### config.mk
export PLATFORM = sky130hd
export DESIGN_NAME = tdm_fiber_alarm_ais_supervisor
export DESIGN_NICKNAME = d
export VERILOG_FILES = /design/src/verilog/tdm_fiber_alarm_pkg.sv /design/src/verilog/tdm_fiber_alarm_ais_supervisor.sv
export VERILOG_INCLUDE_DIRS = /design/src /design/src/verilog
export SDC_FILE = /design/constraint.sdc
export NUM_CORES = 1
export LEC_CHECK = 0
export BUFFER_PORTS_ARGS = -buffer_cell sky130_fd_sc_hd__buf_2
export CORE_UTILIZATION = 56
export DETAILED_ROUTE_END_ITERATION = 12
export GPL_TIMING_DRIVEN = 0
export PLACE_DENSITY = 0.76
export SLEW_MARGIN = 20
export SYNTH_ARGS = -nofsm -noshare
export SYNTH_HDL_FRONTEND = slang
export SYNTH_SLANG_ARGS = --single-unit
### constraint.sdc
create_clock -name mclk -period 2.3 [get_ports mclk]
set_clock_uncertainty 0.05 [all_clocks]
set_input_delay 0.23 -clock mclk [delete_from_list [all_inputs] [get_ports mclk]]
set_output_delay 0.23 -clock mclk [all_outputs]
set_load 0.005 [all_outputs]
### src/verilog/tdm_fiber_alarm_params.svh
// Offsets, reset values and timing counts of the alarm and AIS supervisor
`ifndef TDM_FIBER_ALARM_PARAMS_SVH
`define TDM_FIBER_ALARM_PARAMS_SVH

// Register byte offsets
`define REG_CTRL          6'h00
`define REG_STATUS        6'h04
`define REG_IRQ_STATUS    6'h08
`define REG_IRQ_MASK      6'h0C
`define REG_ALARM_EN      6'h10
`define REG_SELFTEST      6'h14

// Reset values
`define CTRL_RESET        5'h00
`define IRQ_MASK_RESET    15'h0000
`define ALARM_EN_RESET    4'hF

// Control field positions
`define CTRL_FIBER_LOOP   0
`define CTRL_RLB_LSB      1

// Monitor counts in mclk cycles and stream bits
`define AIS_RUN_W         8
`define AIS_RUN           8'hFF
`define LOS_W             10
`define LOS_LIMIT         10'h3FF

// Nominal rate generators: increment = rate / 250 MHz * 65536
`define NCO_W             16
`define CH_NCO_INC        16'h0195
`define FB_NCO_INC        16'h0653

// Loopback test sequence
`define LB_PREFIX         4'hA
`define LB_HOLD_W         6
`define LB_HOLD           6'h20

// Self-test length after reset
`define ST_W              12
`define ST_LAMP_CYCLES    12'h400
`define ST_CHECK_CYCLES   12'h400

`endif

### src/verilog/tdm_fiber_alarm_pkg.sv
// Types shared by the alarm and AIS supervisor
package tdm_fiber_alarm_pkg;

  // Service overhead carried in each direction of the fiber link
  typedef struct packed {
    logic       call;
    logic [7:0] testCode;
  } svc_oh_t;

  // Front-panel indicator set
  typedef struct packed {
    logic       fibAis;
    logic       fibSyncLoss;
    logic       fibLos;
    logic [3:0] chAis;
    logic [3:0] chSyncLoss;
    logic [3:0] chLos;
    logic       locTest;
    logic       remTest;
  } led_t;

  typedef enum logic [1:0] {
    ST_LAMP,
    ST_CHECK,
    ST_RUN
  } selftest_t;

endpackage : tdm_fiber_alarm_pkg

### src/verilog/tdm_fiber_alarm_ais_supervisor.sv
// Alarm supervision and AIS substitution for a four-channel fiber multiplexer
//
// Overview of operation
// Monitor four channels and fiber: LOS, LOF, AIS
// AIS is an unbroken all-ones stream
// Received AIS masks the loss-of-frame alarm
// Fiber failure puts AIS on all channel outputs
// Channel failure sends AIS toward fiber instead
// Disabled channel alarms are ignored, no indication
// Major alarm: power, fiber or channel loss
// Minor alarm: AIS on fiber or enabled channel
// Separate indicator per condition, per channel
// Held call button signalled; received lights call, buzzer
// Call signalling independent of payload, needs light
// Test sequence over fiber sets remote loopback
// Local fiber loopback returns transmit to receive
// Self-test runs after power-up before operation
// Per-channel alarm enable, defaults to enabled
// Alarms held while any cause persists
// Inserted AIS runs at nominal stream rate
`timescale 1ns/100ps
`include "tdm_fiber_alarm_params.svh"
module tdm_fiber_alarm_ais_supervisor (
  // Clock and reset
  input  wire logic                           mclk,
  input  wire logic                           arst_n,
  // Avalon-MM slave
  input  wire logic [5:0]                     avs_address,
  input  wire logic                           avs_read,
  input  wire logic                           avs_write,
  input  wire logic [31:0]                    avs_writedata,
  output logic      [31:0]                    avs_readdata,
  output logic                                avs_waitrequest,
  output logic                                irq,
  // Tributary receive from channel framers
  input  wire logic [3:0]                     chRxBit,
  input  wire logic [3:0]                     chRxStb,
  input  wire logic [3:0]                     chRxFramed,
  // Tributary streams toward the fiber multiplexer
  output logic      [3:0]                     chUpBit_q,
  output logic      [3:0]                     chUpStb_q,
  // Demultiplexed tributary streams from the fiber
  input  wire logic [3:0]                     dmBit,
  input  wire logic [3:0]                     dmStb,
  // Tributary line outputs
  output logic      [3:0]                     chLineBit_q,
  output logic      [3:0]                     chLineStb_q,
  // Fiber aggregate transmit and receive
  input  wire logic                           fbTxBit,
  input  wire logic                           fbTxStb,
  input  wire logic                           fbRxBit,
  input  wire logic                           fbRxStb,
  input  wire logic                           fbRxFramed,
  output logic                                rxPathBit_q,
  output logic                                rxPathStb_q,
  // Service overhead
  input  wire tdm_fiber_alarm_pkg::svc_oh_t   ohRx,
  output tdm_fiber_alarm_pkg::svc_oh_t        ohTx_q,
  // Panel, jumpers and alarm contacts
  input  wire logic                           callButton,
  input  wire logic [1:0]                     psuFail,
  input  wire logic [3:0]                     channel_alarm_enable_jumper,
  output logic                                callLed_q,
  output logic                                buzzer_q,
  output tdm_fiber_alarm_pkg::led_t           led_q,
  output logic                                majorAlarm_q,
  output logic                                minorAlarm_q
);

  // Stream index 4 is the fiber, 0..3 the channels
  logic [4:0]                     sBit;
  logic [4:0]                     sStb;
  logic [4:0]                     sFramed;
  logic [4:0]                     rawLos;
  logic [4:0]                     rawAis;
  logic [4:0]                     rawLof;
  logic [4:0]                     fail;
  logic [3:0]                     chEn;
  logic                           fibFail;
  logic [14:0]                    alarmVec;
  logic [14:0]                    alarmPrev_q;
  logic [14:0]                    irqSet;
  logic [14:0]                    irqStat_q;
  logic [14:0]                    irqStat_d;
  logic [14:0]                    irqMask_q;
  logic [4:0]                     ctrl_q;
  logic [3:0]                     almEn_q;
  logic                           fiberLoop;
  logic [3:0]                     rlbReq;
  logic [3:0]                     rlbActive_q;
  logic [`LB_HOLD_W-1:0]          lbHold_q;
  logic [7:0]                     lbCode_q;
  logic [`NCO_W:0]                chAcc;
  logic [`NCO_W:0]                fbAcc;
  logic [`NCO_W-1:0]              chNco_q;
  logic [`NCO_W-1:0]              fbNco_q;
  logic                           chTick;
  logic                           fbTick;
  tdm_fiber_alarm_pkg::selftest_t stState_q;
  logic [`ST_W-1:0]               stCnt_q;
  logic [1:0]                     stTickSeen_q;
  logic                           stFail_q;
  logic                           inTest;
  logic                           busReq;
  logic                           busAck;
  logic                           wrStb;
  logic [31:0]                    rdMux;
  logic                           majorNext;
  logic                           minorNext;
  logic                           lightSeen;

  // Address decode used by both the read mux and the write strobes
  function automatic logic hit(input logic [5:0] addr, input logic [5:0] off);
    hit = (addr == off);
  endfunction : hit

  // Nominal rate generators keep substituted streams continuous
  assign chAcc  = {1'b0, chNco_q} + {1'b0, `CH_NCO_INC};
  assign fbAcc  = {1'b0, fbNco_q} + {1'b0, `FB_NCO_INC};
  assign chTick = chAcc[`NCO_W];
  assign fbTick = fbAcc[`NCO_W];

  always_ff @(posedge mclk or negedge arst_n) begin
    if (!arst_n) begin
      chNco_q <= '0;
      fbNco_q <= '0;
    end else begin
      chNco_q <= chAcc[`NCO_W-1:0];
      fbNco_q <= fbAcc[`NCO_W-1:0];
    end
  end

  // Local loopback feeds the fiber monitor from the transmit aggregate
  assign fiberLoop = ctrl_q[`CTRL_FIBER_LOOP];
  assign rlbReq    = ctrl_q[`CTRL_RLB_LSB +: 4];
  assign sBit      = {fiberLoop ? fbTxBit : fbRxBit, chRxBit};
  assign sStb      = {fiberLoop ? fbTxStb : fbRxStb, chRxStb};
  assign sFramed   = {fbRxFramed, chRxFramed};

  // One monitor per stream
  genvar g;
  generate
    for (g = 0; g < 5; g++) begin : gMon
      logic [`AIS_RUN_W-1:0] ones_q;
      logic [`LOS_W-1:0]     idle_q;

      always_ff @(posedge mclk or negedge arst_n) begin
        if (!arst_n) begin
          ones_q <= '0;
          idle_q <= '0;
        end else begin
          if (sStb[g])
            idle_q <= '0;
          else if (idle_q != `LOS_LIMIT)
            idle_q <= idle_q + 1'b1;
          // Any zero restarts the run of ones
          if (sStb[g] && !sBit[g])
            ones_q <= '0;
          else if (sStb[g] && ones_q != `AIS_RUN)
            ones_q <= ones_q + 1'b1;
        end
      end

      assign rawLos[g] = (idle_q == `LOS_LIMIT);
      assign rawAis[g] = (ones_q == `AIS_RUN) && !rawLos[g];
      // AIS always breaks framing, so its framing alarm is hidden
      assign rawLof[g] = !sFramed[g] && !rawAis[g] && !rawLos[g];
      assign fail[g]   = rawLos[g] | rawAis[g] | !sFramed[g];
    end
  endgenerate

  assign fibFail = fail[4];
  assign chEn    = channel_alarm_enable_jumper & almEn_q;

  // Disabled channels contribute to no indication
  assign alarmVec = {rawAis[4], rawLof[4], rawLos[4],
                     rawAis[3:0] & chEn, rawLof[3:0] & chEn, rawLos[3:0] & chEn};

  assign majorNext = (|psuFail) | rawLos[4] | rawLof[4]
                   | (|(rawLos[3:0] & chEn)) | (|(rawLof[3:0] & chEn));
  assign minorNext = rawAis[4] | (|(rawAis[3:0] & chEn));

  assign inTest = (stState_q != tdm_fiber_alarm_pkg::ST_RUN);

  // Stream substitution
  always_ff @(posedge mclk or negedge arst_n) begin
    if (!arst_n) begin
      chUpBit_q   <= '0;
      chUpStb_q   <= '0;
      chLineBit_q <= '0;
      chLineStb_q <= '0;
      rxPathBit_q <= 1'b0;
      rxPathStb_q <= 1'b0;
    end else begin
      for (int i = 0; i < 4; i++) begin
        if (rlbActive_q[i] && !fibFail && !inTest) begin
          chUpBit_q[i] <= dmBit[i];
          chUpStb_q[i] <= dmStb[i];
        end else if (fail[i] || inTest) begin
          chUpBit_q[i] <= 1'b1;
          chUpStb_q[i] <= chTick;
        end else begin
          chUpBit_q[i] <= chRxBit[i];
          chUpStb_q[i] <= chRxStb[i];
        end
        if (fibFail || inTest) begin
          chLineBit_q[i] <= 1'b1;
          chLineStb_q[i] <= chTick;
        end else begin
          chLineBit_q[i] <= dmBit[i];
          chLineStb_q[i] <= dmStb[i];
        end
      end
      // A dead fiber still yields an all-ones aggregate at line rate
      rxPathBit_q <= fibFail ? 1'b1 : sBit[4];
      rxPathStb_q <= fibFail ? fbTick : sStb[4];
    end
  end

  // Indicators and alarm contacts; lamp test lights every led_q indicator, but not the minor contact
  always_ff @(posedge mclk or negedge arst_n) begin
    if (!arst_n) begin
      led_q        <= '0;
      majorAlarm_q <= 1'b1;
      minorAlarm_q <= 1'b0;
    end else begin
      if (stState_q == tdm_fiber_alarm_pkg::ST_LAMP) begin
        led_q <= '1;
      end else begin
        led_q.fibAis      <= alarmVec[14];
        led_q.fibSyncLoss <= alarmVec[13];
        led_q.fibLos      <= alarmVec[12];
        led_q.chAis       <= alarmVec[11:8];
        led_q.chSyncLoss  <= alarmVec[7:4];
        led_q.chLos       <= alarmVec[3:0];
        led_q.locTest     <= fiberLoop;
        led_q.remTest     <= |(rlbActive_q | rlbReq);
      end
      // Unit is not yet in service during self-test, so major holds
      majorAlarm_q <= majorNext | inTest | stFail_q;
      minorAlarm_q <= minorNext;
    end
  end

  // Service overhead: call and loopback sequence
  assign lightSeen = !rawLos[4];

  always_ff @(posedge mclk or negedge arst_n) begin
    if (!arst_n) begin
      ohTx_q      <= '0;
      callLed_q   <= 1'b0;
      buzzer_q    <= 1'b0;
      lbCode_q    <= '0;
      lbHold_q    <= '0;
      rlbActive_q <= '0;
    end else begin
      ohTx_q.call     <= callButton;
      ohTx_q.testCode <= {`LB_PREFIX, rlbReq};
      // Independent of framing and payload, needs only received light
      callLed_q <= ohRx.call && lightSeen;
      buzzer_q  <= ohRx.call && lightSeen;
      // A code must stay steady for a while before it takes effect
      if (fbRxStb) begin
        lbCode_q <= ohRx.testCode;
        if (ohRx.testCode != lbCode_q)
          lbHold_q <= '0;
        else if (lbHold_q != `LB_HOLD)
          lbHold_q <= lbHold_q + 1'b1;
      end
      if (!lightSeen)
        rlbActive_q <= '0;
      else if (lbHold_q == `LB_HOLD && lbCode_q[7:4] == `LB_PREFIX)
        rlbActive_q <= lbCode_q[3:0];
    end
  end

  // Power-up self-test: lamp test, then check the rate generators
  always_ff @(posedge mclk or negedge arst_n) begin
    if (!arst_n) begin
      stState_q    <= tdm_fiber_alarm_pkg::ST_LAMP;
      stCnt_q      <= '0;
      stTickSeen_q <= '0;
      stFail_q     <= 1'b0;
    end else begin
      case (stState_q)
        tdm_fiber_alarm_pkg::ST_LAMP: begin
          stCnt_q <= stCnt_q + 1'b1;
          if (stCnt_q == `ST_LAMP_CYCLES - 1'b1) begin
            stState_q <= tdm_fiber_alarm_pkg::ST_CHECK;
            stCnt_q   <= '0;
          end
        end
        tdm_fiber_alarm_pkg::ST_CHECK: begin
          stCnt_q <= stCnt_q + 1'b1;
          // Each generator must tick once; their ticks seldom coincide
          stTickSeen_q <= stTickSeen_q | {chTick, fbTick};
          if (stCnt_q == `ST_CHECK_CYCLES - 1'b1) begin
            stState_q <= tdm_fiber_alarm_pkg::ST_RUN;
            stFail_q  <= !(&stTickSeen_q);
          end
        end
        tdm_fiber_alarm_pkg::ST_RUN: begin
          stCnt_q <= '0;
        end
        default: begin
          stState_q <= tdm_fiber_alarm_pkg::ST_LAMP;
        end
      endcase
    end
  end

  // Avalon slave: each access is answered at the second edge
  assign busReq = (avs_read | avs_write) & avs_waitrequest;
  assign busAck = (avs_read | avs_write) & !avs_waitrequest;
  assign wrStb  = avs_write & !avs_waitrequest;

  assign rdMux =
      hit(avs_address, `REG_CTRL)       ? {27'h0000000, ctrl_q} :
      hit(avs_address, `REG_STATUS)     ? {17'h00000, alarmVec} :
      hit(avs_address, `REG_IRQ_STATUS) ? {17'h00000, irqStat_q} :
      hit(avs_address, `REG_IRQ_MASK)   ? {17'h00000, irqMask_q} :
      hit(avs_address, `REG_ALARM_EN)   ? {28'h0000000, almEn_q} :
      hit(avs_address, `REG_SELFTEST)   ? {29'h00000000, stFail_q, !inTest, inTest} :
      32'h00000000;

  // New alarm rises set sticky bits; a set beats a same-cycle clear
  assign irqSet    = alarmVec & ~alarmPrev_q;
  assign irqStat_d = (irqStat_q & ~((wrStb && hit(avs_address, `REG_IRQ_STATUS))
                     ? avs_writedata[14:0] : 15'h0000)) | irqSet;

  always_ff @(posedge mclk or negedge arst_n) begin
    if (!arst_n) begin
      avs_waitrequest <= 1'b1;
      avs_readdata    <= '0;
    end else begin
      avs_waitrequest <= !busReq;
      if (busReq && avs_read)
        avs_readdata <= rdMux;
      else if (busAck)
        avs_readdata <= '0;
    end
  end

  always_ff @(posedge mclk or negedge arst_n) begin
    if (!arst_n) begin
      ctrl_q      <= `CTRL_RESET;
      almEn_q     <= `ALARM_EN_RESET;
      irqMask_q   <= `IRQ_MASK_RESET;
      irqStat_q   <= '0;
      alarmPrev_q <= '0;
      irq         <= 1'b0;
    end else begin
      if (wrStb && hit(avs_address, `REG_CTRL))
        ctrl_q <= avs_writedata[4:0];
      if (wrStb && hit(avs_address, `REG_ALARM_EN))
        almEn_q <= avs_writedata[3:0];
      if (wrStb && hit(avs_address, `REG_IRQ_MASK))
        irqMask_q <= avs_writedata[14:0];
      alarmPrev_q <= alarmVec;
      irqStat_q   <= irqStat_d;
      irq         <= |(irqStat_d & irqMask_q);
    end
  end

endmodule : tdm_fiber_alarm_ais_supervisor

==> impl_metrics.sql <==
INSERT INTO impl_metrics (metric_group, metric, value, unit) VALUES
('setup_path', 'start_kind', 'register', ''),
('routing', 'route.final.wire_length', '32000', 'um'),
('timing', 'maxSlewViolCount', '0', ''),
('grt', 'residual_overflow_from_global_routing', '0', ''),
('pwr', 'power_density', '714', 'nW/um^2'),
('clock_tree', 'ctsHtreeMaxLevel', '1', ''),
('floorplanning', 'core_area', '21900', 'sq um'),
('timing', 'fmax', '0.441', 'GHz'),
('grt', 'grt_max_degree', '103', ''),
('setup_path', 'timing.critical_path.cells', 'ha_4 -> nand3_1 -> or3_1 -> buf_6 -> nand4b_1 -> nand4_1 -> nor4_2 -> nand4_1', ''),
('timing', 'worst_slew_pin_slew', '0.961', 'ns'),
('layout', 'design_area', '15400', 'sq um'),
('clock_tree', 'tritoncts_clock_tree', 'built', ''),
('placement', 'place_area', '13700', 'sq um'),
('setup_path', 'crit_arrival', '2.59', 'ns'),
('setup_path', 'cpMaxStageDelayCell', 'dfrtp_1', ''),
('yosys', 'synth_ff_type', 'dfrtp_1', ''),
('timing', 'finalSetupTns', '0', 'ns'),
('routing', 'dr_total_vias', '10048', ''),
('routing', 'drtPass1Iterations', '7', ''),
('timing', 'period_share', '98.7', '%'),
('setup_path', 'largest_incremental_delay_on_the_critical_path', '0.42', 'ns'),
('floorplanning', 'ioPinCount', '165', ''),
('setup_path', 'cp_max_fo', '10', ''),
('yosys', 'ys_ff_latch', '272', ''),
('clock_tree', 'clock_tree_root', 'clkbuf_16', ''),
('routing', 'drc_errors', '0', ''),
('layout', 'area_of_the_multi_input_gates', '5540', 'sq um'),
('floorplanning', 'rows', '54', ''),
('hold_path', 'worst_hold_path_type', 'in2reg', ''),
('grt', 'global_route.peak_usage_layer', 'met2', ''),
('routing', 'ant_nets', '0', ''),
('grt', 'globalRouteMet3Util', '5.57', '%'),
('placement', 'hpwlAfterDp', '21300', 'um'),
('clock_tree', 'clock_path_buffers', '3', ''),
('layout', 'regArea', '6810', 'sq um'),
('layout', 'synthToLayoutAreaGrowth', '22.9', '%'),
('pwr', 'irDropWorstVdd', '451', 'uV'),
('grt', 'via_count_of_the_first_global_routing_pass', '9656', ''),
('yosys', 'synth_area', '12600', 'sq um'),
('timing', 'finalSetupViolations', '0', ''),
('placement', 'place_congestion', '0.931', ''),
('setup_path', 'cpMostUsedCell', 'nand4_1', ''),
('setup_path', 'end_kind', 'register', ''),
('setup_path', 'critical_path_class', 'reg2reg', ''),
('grt', 'track_usage', '27.7', '%'),
('floorplanning', 'start_util', '57.4', '%'),
('yosys', 'yosysUniqueCellTypes', '73', ''),
('job', 'timing.max_cap.violations', '0', ''),
('clock_tree', 'worstSkewPairLatency', '0.54', 'ns'),
('clock_tree', 'cts_inserted_buffers', '29', ''),
('status', 'status', 'finished clean', ''),
('clock_tree', 'worst_setup_hold_path_clk_slew', '0.06', 'ns'),
('grt', 'grt_use_met2', '45.0', '%'),
('placement', 'placement.io_buffers', '128', ''),
('routing', 'drt-initial-drc-count', '628', ''),
('clock_tree', 'cts.sink_count', '272', ''),
('layout', 'finalNetCount', '1553', ''),
('setup_path', 'critPathRequiredTime', '2.62', 'ns'),
('floorplanning', 'die-width', '152', 'um'),
('yosys', 'postSynthAreaPerCell', '10.3', 'sq um'),
('yosys', 'netlist_instances', '1215', ''),
('timing', 'post-route-min-period', '2.27', 'ns'),
('grt', 'grtUsageMet1', '37.1', '%'),
('routing', 'vias_per_cell', '5.73', ''),
('grt', 'antenna_found_initial', '1', ''),
('yosys', 'seq_area_frac_synth', '54.2', '%'),
('timing', 'slew_headroom', '35.5', '%'),
('timing', 'grt_setup_unrepaired', 'true', ''),
('pwr', 'leakagePower', '7.02', 'nW'),
('timing', 'final.hold.worst_slack', '0.0190', 'ns'),
('floorplanning', 'dieArea', '23000', 'sq um'),
('yosys', 'async_flop_share', '100', '%'),
('layout', 'fill_cell_instance_count_of_the_final_layout', '1608', ''),
('floorplanning', 'die_height', '152', 'um'),
('yosys', 'synth_edf_count', '0', ''),
('grt', 'global_route_wire_length_before_repair', '49300', 'um'),
('yosys', 'synth_warn', '0', ''),
('timing', 'finalHoldViolCount', '0', ''),
('routing', 'wl_per_cell', '18.3', 'um'),
('layout', 'layout-drive-gt1-share', '20.6', '%');
layout by cell type, fill, tap and decap left out, types with 8 or more instances in the layout:
master,n
xor2_1,46
buf_2,129
buf_4,32
nand3_1,46
xnor2_1,56
inv_1,44
nor4_1,9
mux2_2,35
dfrtp_1,266
a21oi_1,37
nor2_1,134
a22o_1,9
a31oi_1,11
mux2i_1,19
and4_1,8
nor2b_1,11
and3_1,9
conb_1,20
nand2_1,125
or2_2,8
or3_1,16
o21ai_0,38
nand2b_1,20
nand4_1,33
ha_1,15
clkbuf_16,29
dlygate4sd3_1,48
clkbuf_1,21
nor3_1,34
logic make-up after synthesis:
family | Yosys count | synth area share [%]
flops | 272 | 54.2
mux | 54 | 4.65
simple gates | 507 | 19.9
other cells | 2 | 0.0598
xor+xnor | 102 | 7.11
compound gates | 163 | 8.50
buf+inv | 96 | 3.66
fa+ha+maj | 19 | 1.89
metal layers:
| metal | vias to the layer above | part of all wire, % | wire (um) |
|---|---|---|---|
| met5 | - | 0 | 0 |
| met4 | 0 | 3.1 | 1000 |
| met3 | 77 | 7.6 | 2430 |
| met2 | 364 | 47 | 15100 |
| met1 | 4931 | 42 | 13500 |
| li1 | 4676 | - | - |
critical path: cells and delay by family, from the launching register on:
family	cells	cell delay, ns
fa+ha+maj	1	0.18
buf+inv	1	0.17
flops	1	0.42
simple gates	6	1.29
where the power goes:
group | total, mW | internal [mW] | switching [mW] | leakage, nW
Combinational | 0.958 | 0.440 | 0.518 | 3.06
Sequential | 5.23 | 5.01 | 0.222 | 3.46
Clock | 4.84 | 2.96 | 1.89 | 0.492
per-stage QoR:
stage | setup WS (ns) | instances | util [%] | power (mW)
3_3_place_gp | -3.96 | 1641 | 62.2 | 6.09
2_1_floorplan | 0.208 | 1233 | - | 5.76
6_report | 0.0304 | 1754 | 70.5 | 11.0
5_1_grt | -0.0712 | 1754 | 70.5 | 11.4
3_5_place_dp | -0.403 | 1644 | 62.6 | 6.14
4_1_cts | 0.0262 | 1748 | 69.7 | 11.1
worst paths after layout:
kind	from	endpoint	slack, ns	depth (start not counted)
worst max register to register	gMon[4].idle_q[0]	irq	0.03	8
worst min register to register	alarmPrev_q[5]	irqStat_q[5]	0.39	1
max in group asynchronous	arst_n	almEn_q[2]	1.07	3
worst min-delay path	fbRxFramed	rxPathBit_q	0.02	3
worst max-delay path	gMon[4].idle_q[0]	irq	0.03	8
min in group asynchronous	arst_n	gMon[0].ones_q[5]	0.21	2
repair_timing:
item | CTS | global route
hold endpoints to repair | 142 | 0
gates cloned | 0 | 0
setup endpoints to repair | 16 | 31
resized for setup | 15 | 30
hold buffers | 48 | 0
pin swaps | 1 | 10
buffers inserted | 3 | 6
registers in the layout, summed over array words and instances, names as in the netlist, 6 cells and up:
| register | count |
|---|---|
| fbNco_q | 16 |
| gMon.ones_q | 40 |
| stCnt_q | 12 |
| irqStat_q | 15 |
| alarmPrev_q | 15 |
| irqMask_q | 15 |
| chNco_q | 16 |
| led_q | 17 |
| gMon.idle_q | 50 |
| lbHold_q | 6 |
| avs_readdata | 15 |
| ohTx_q | 6 |
| lbCode_q | 8 |
synth_stat cells, drive strengths merged (6+ instances only):
master / count / area share, %
dfrtp: 266 / 53
nor2: 140 / 4.2
nand2: 128 / 3.9
xnor2: 56 / 3.9
nand3: 49 / 2.0
xor2: 46 / 3.2
inv: 44 / 1.3
o21ai: 39 / 1.6
a21oi: 37 / 1.5
nor3: 37 / 1.5
mux2: 35 / 3.1
nand4: 33 / 1.6
buf: 32 / 1.7
clkbuf: 20 / 0.61
nand2b: 20 / 1.0
ha: 19 / 1.9
mux2i: 19 / 1.5
or3: 18 / 0.94
nor4: 13 / 0.70
a31oi: 11 / 0.55
nor2b: 11 / 0.55
a22o: 9 / 0.63
and2: 9 / 0.47
and3: 9 / 0.45
and4: 9 / 0.63
or2: 8 / 0.40
o22ai: 7 / 0.35
a21o: 6 / 0.36
dfstp: 6 / 1.3
cell type report:
cell class                 count  area share, %
sequential                   272           44.1
multi-input combinational    865           35.9
timing repair buffer         188           8.17
clock buffer                  41           5.38
tap                          280           2.27
buffer                        51           2.01
clock inverter                12           1.10
inverter                      44           1.07
antenna                        1         0.0162
No activity file was read; power rests on OpenSTA's default activity.
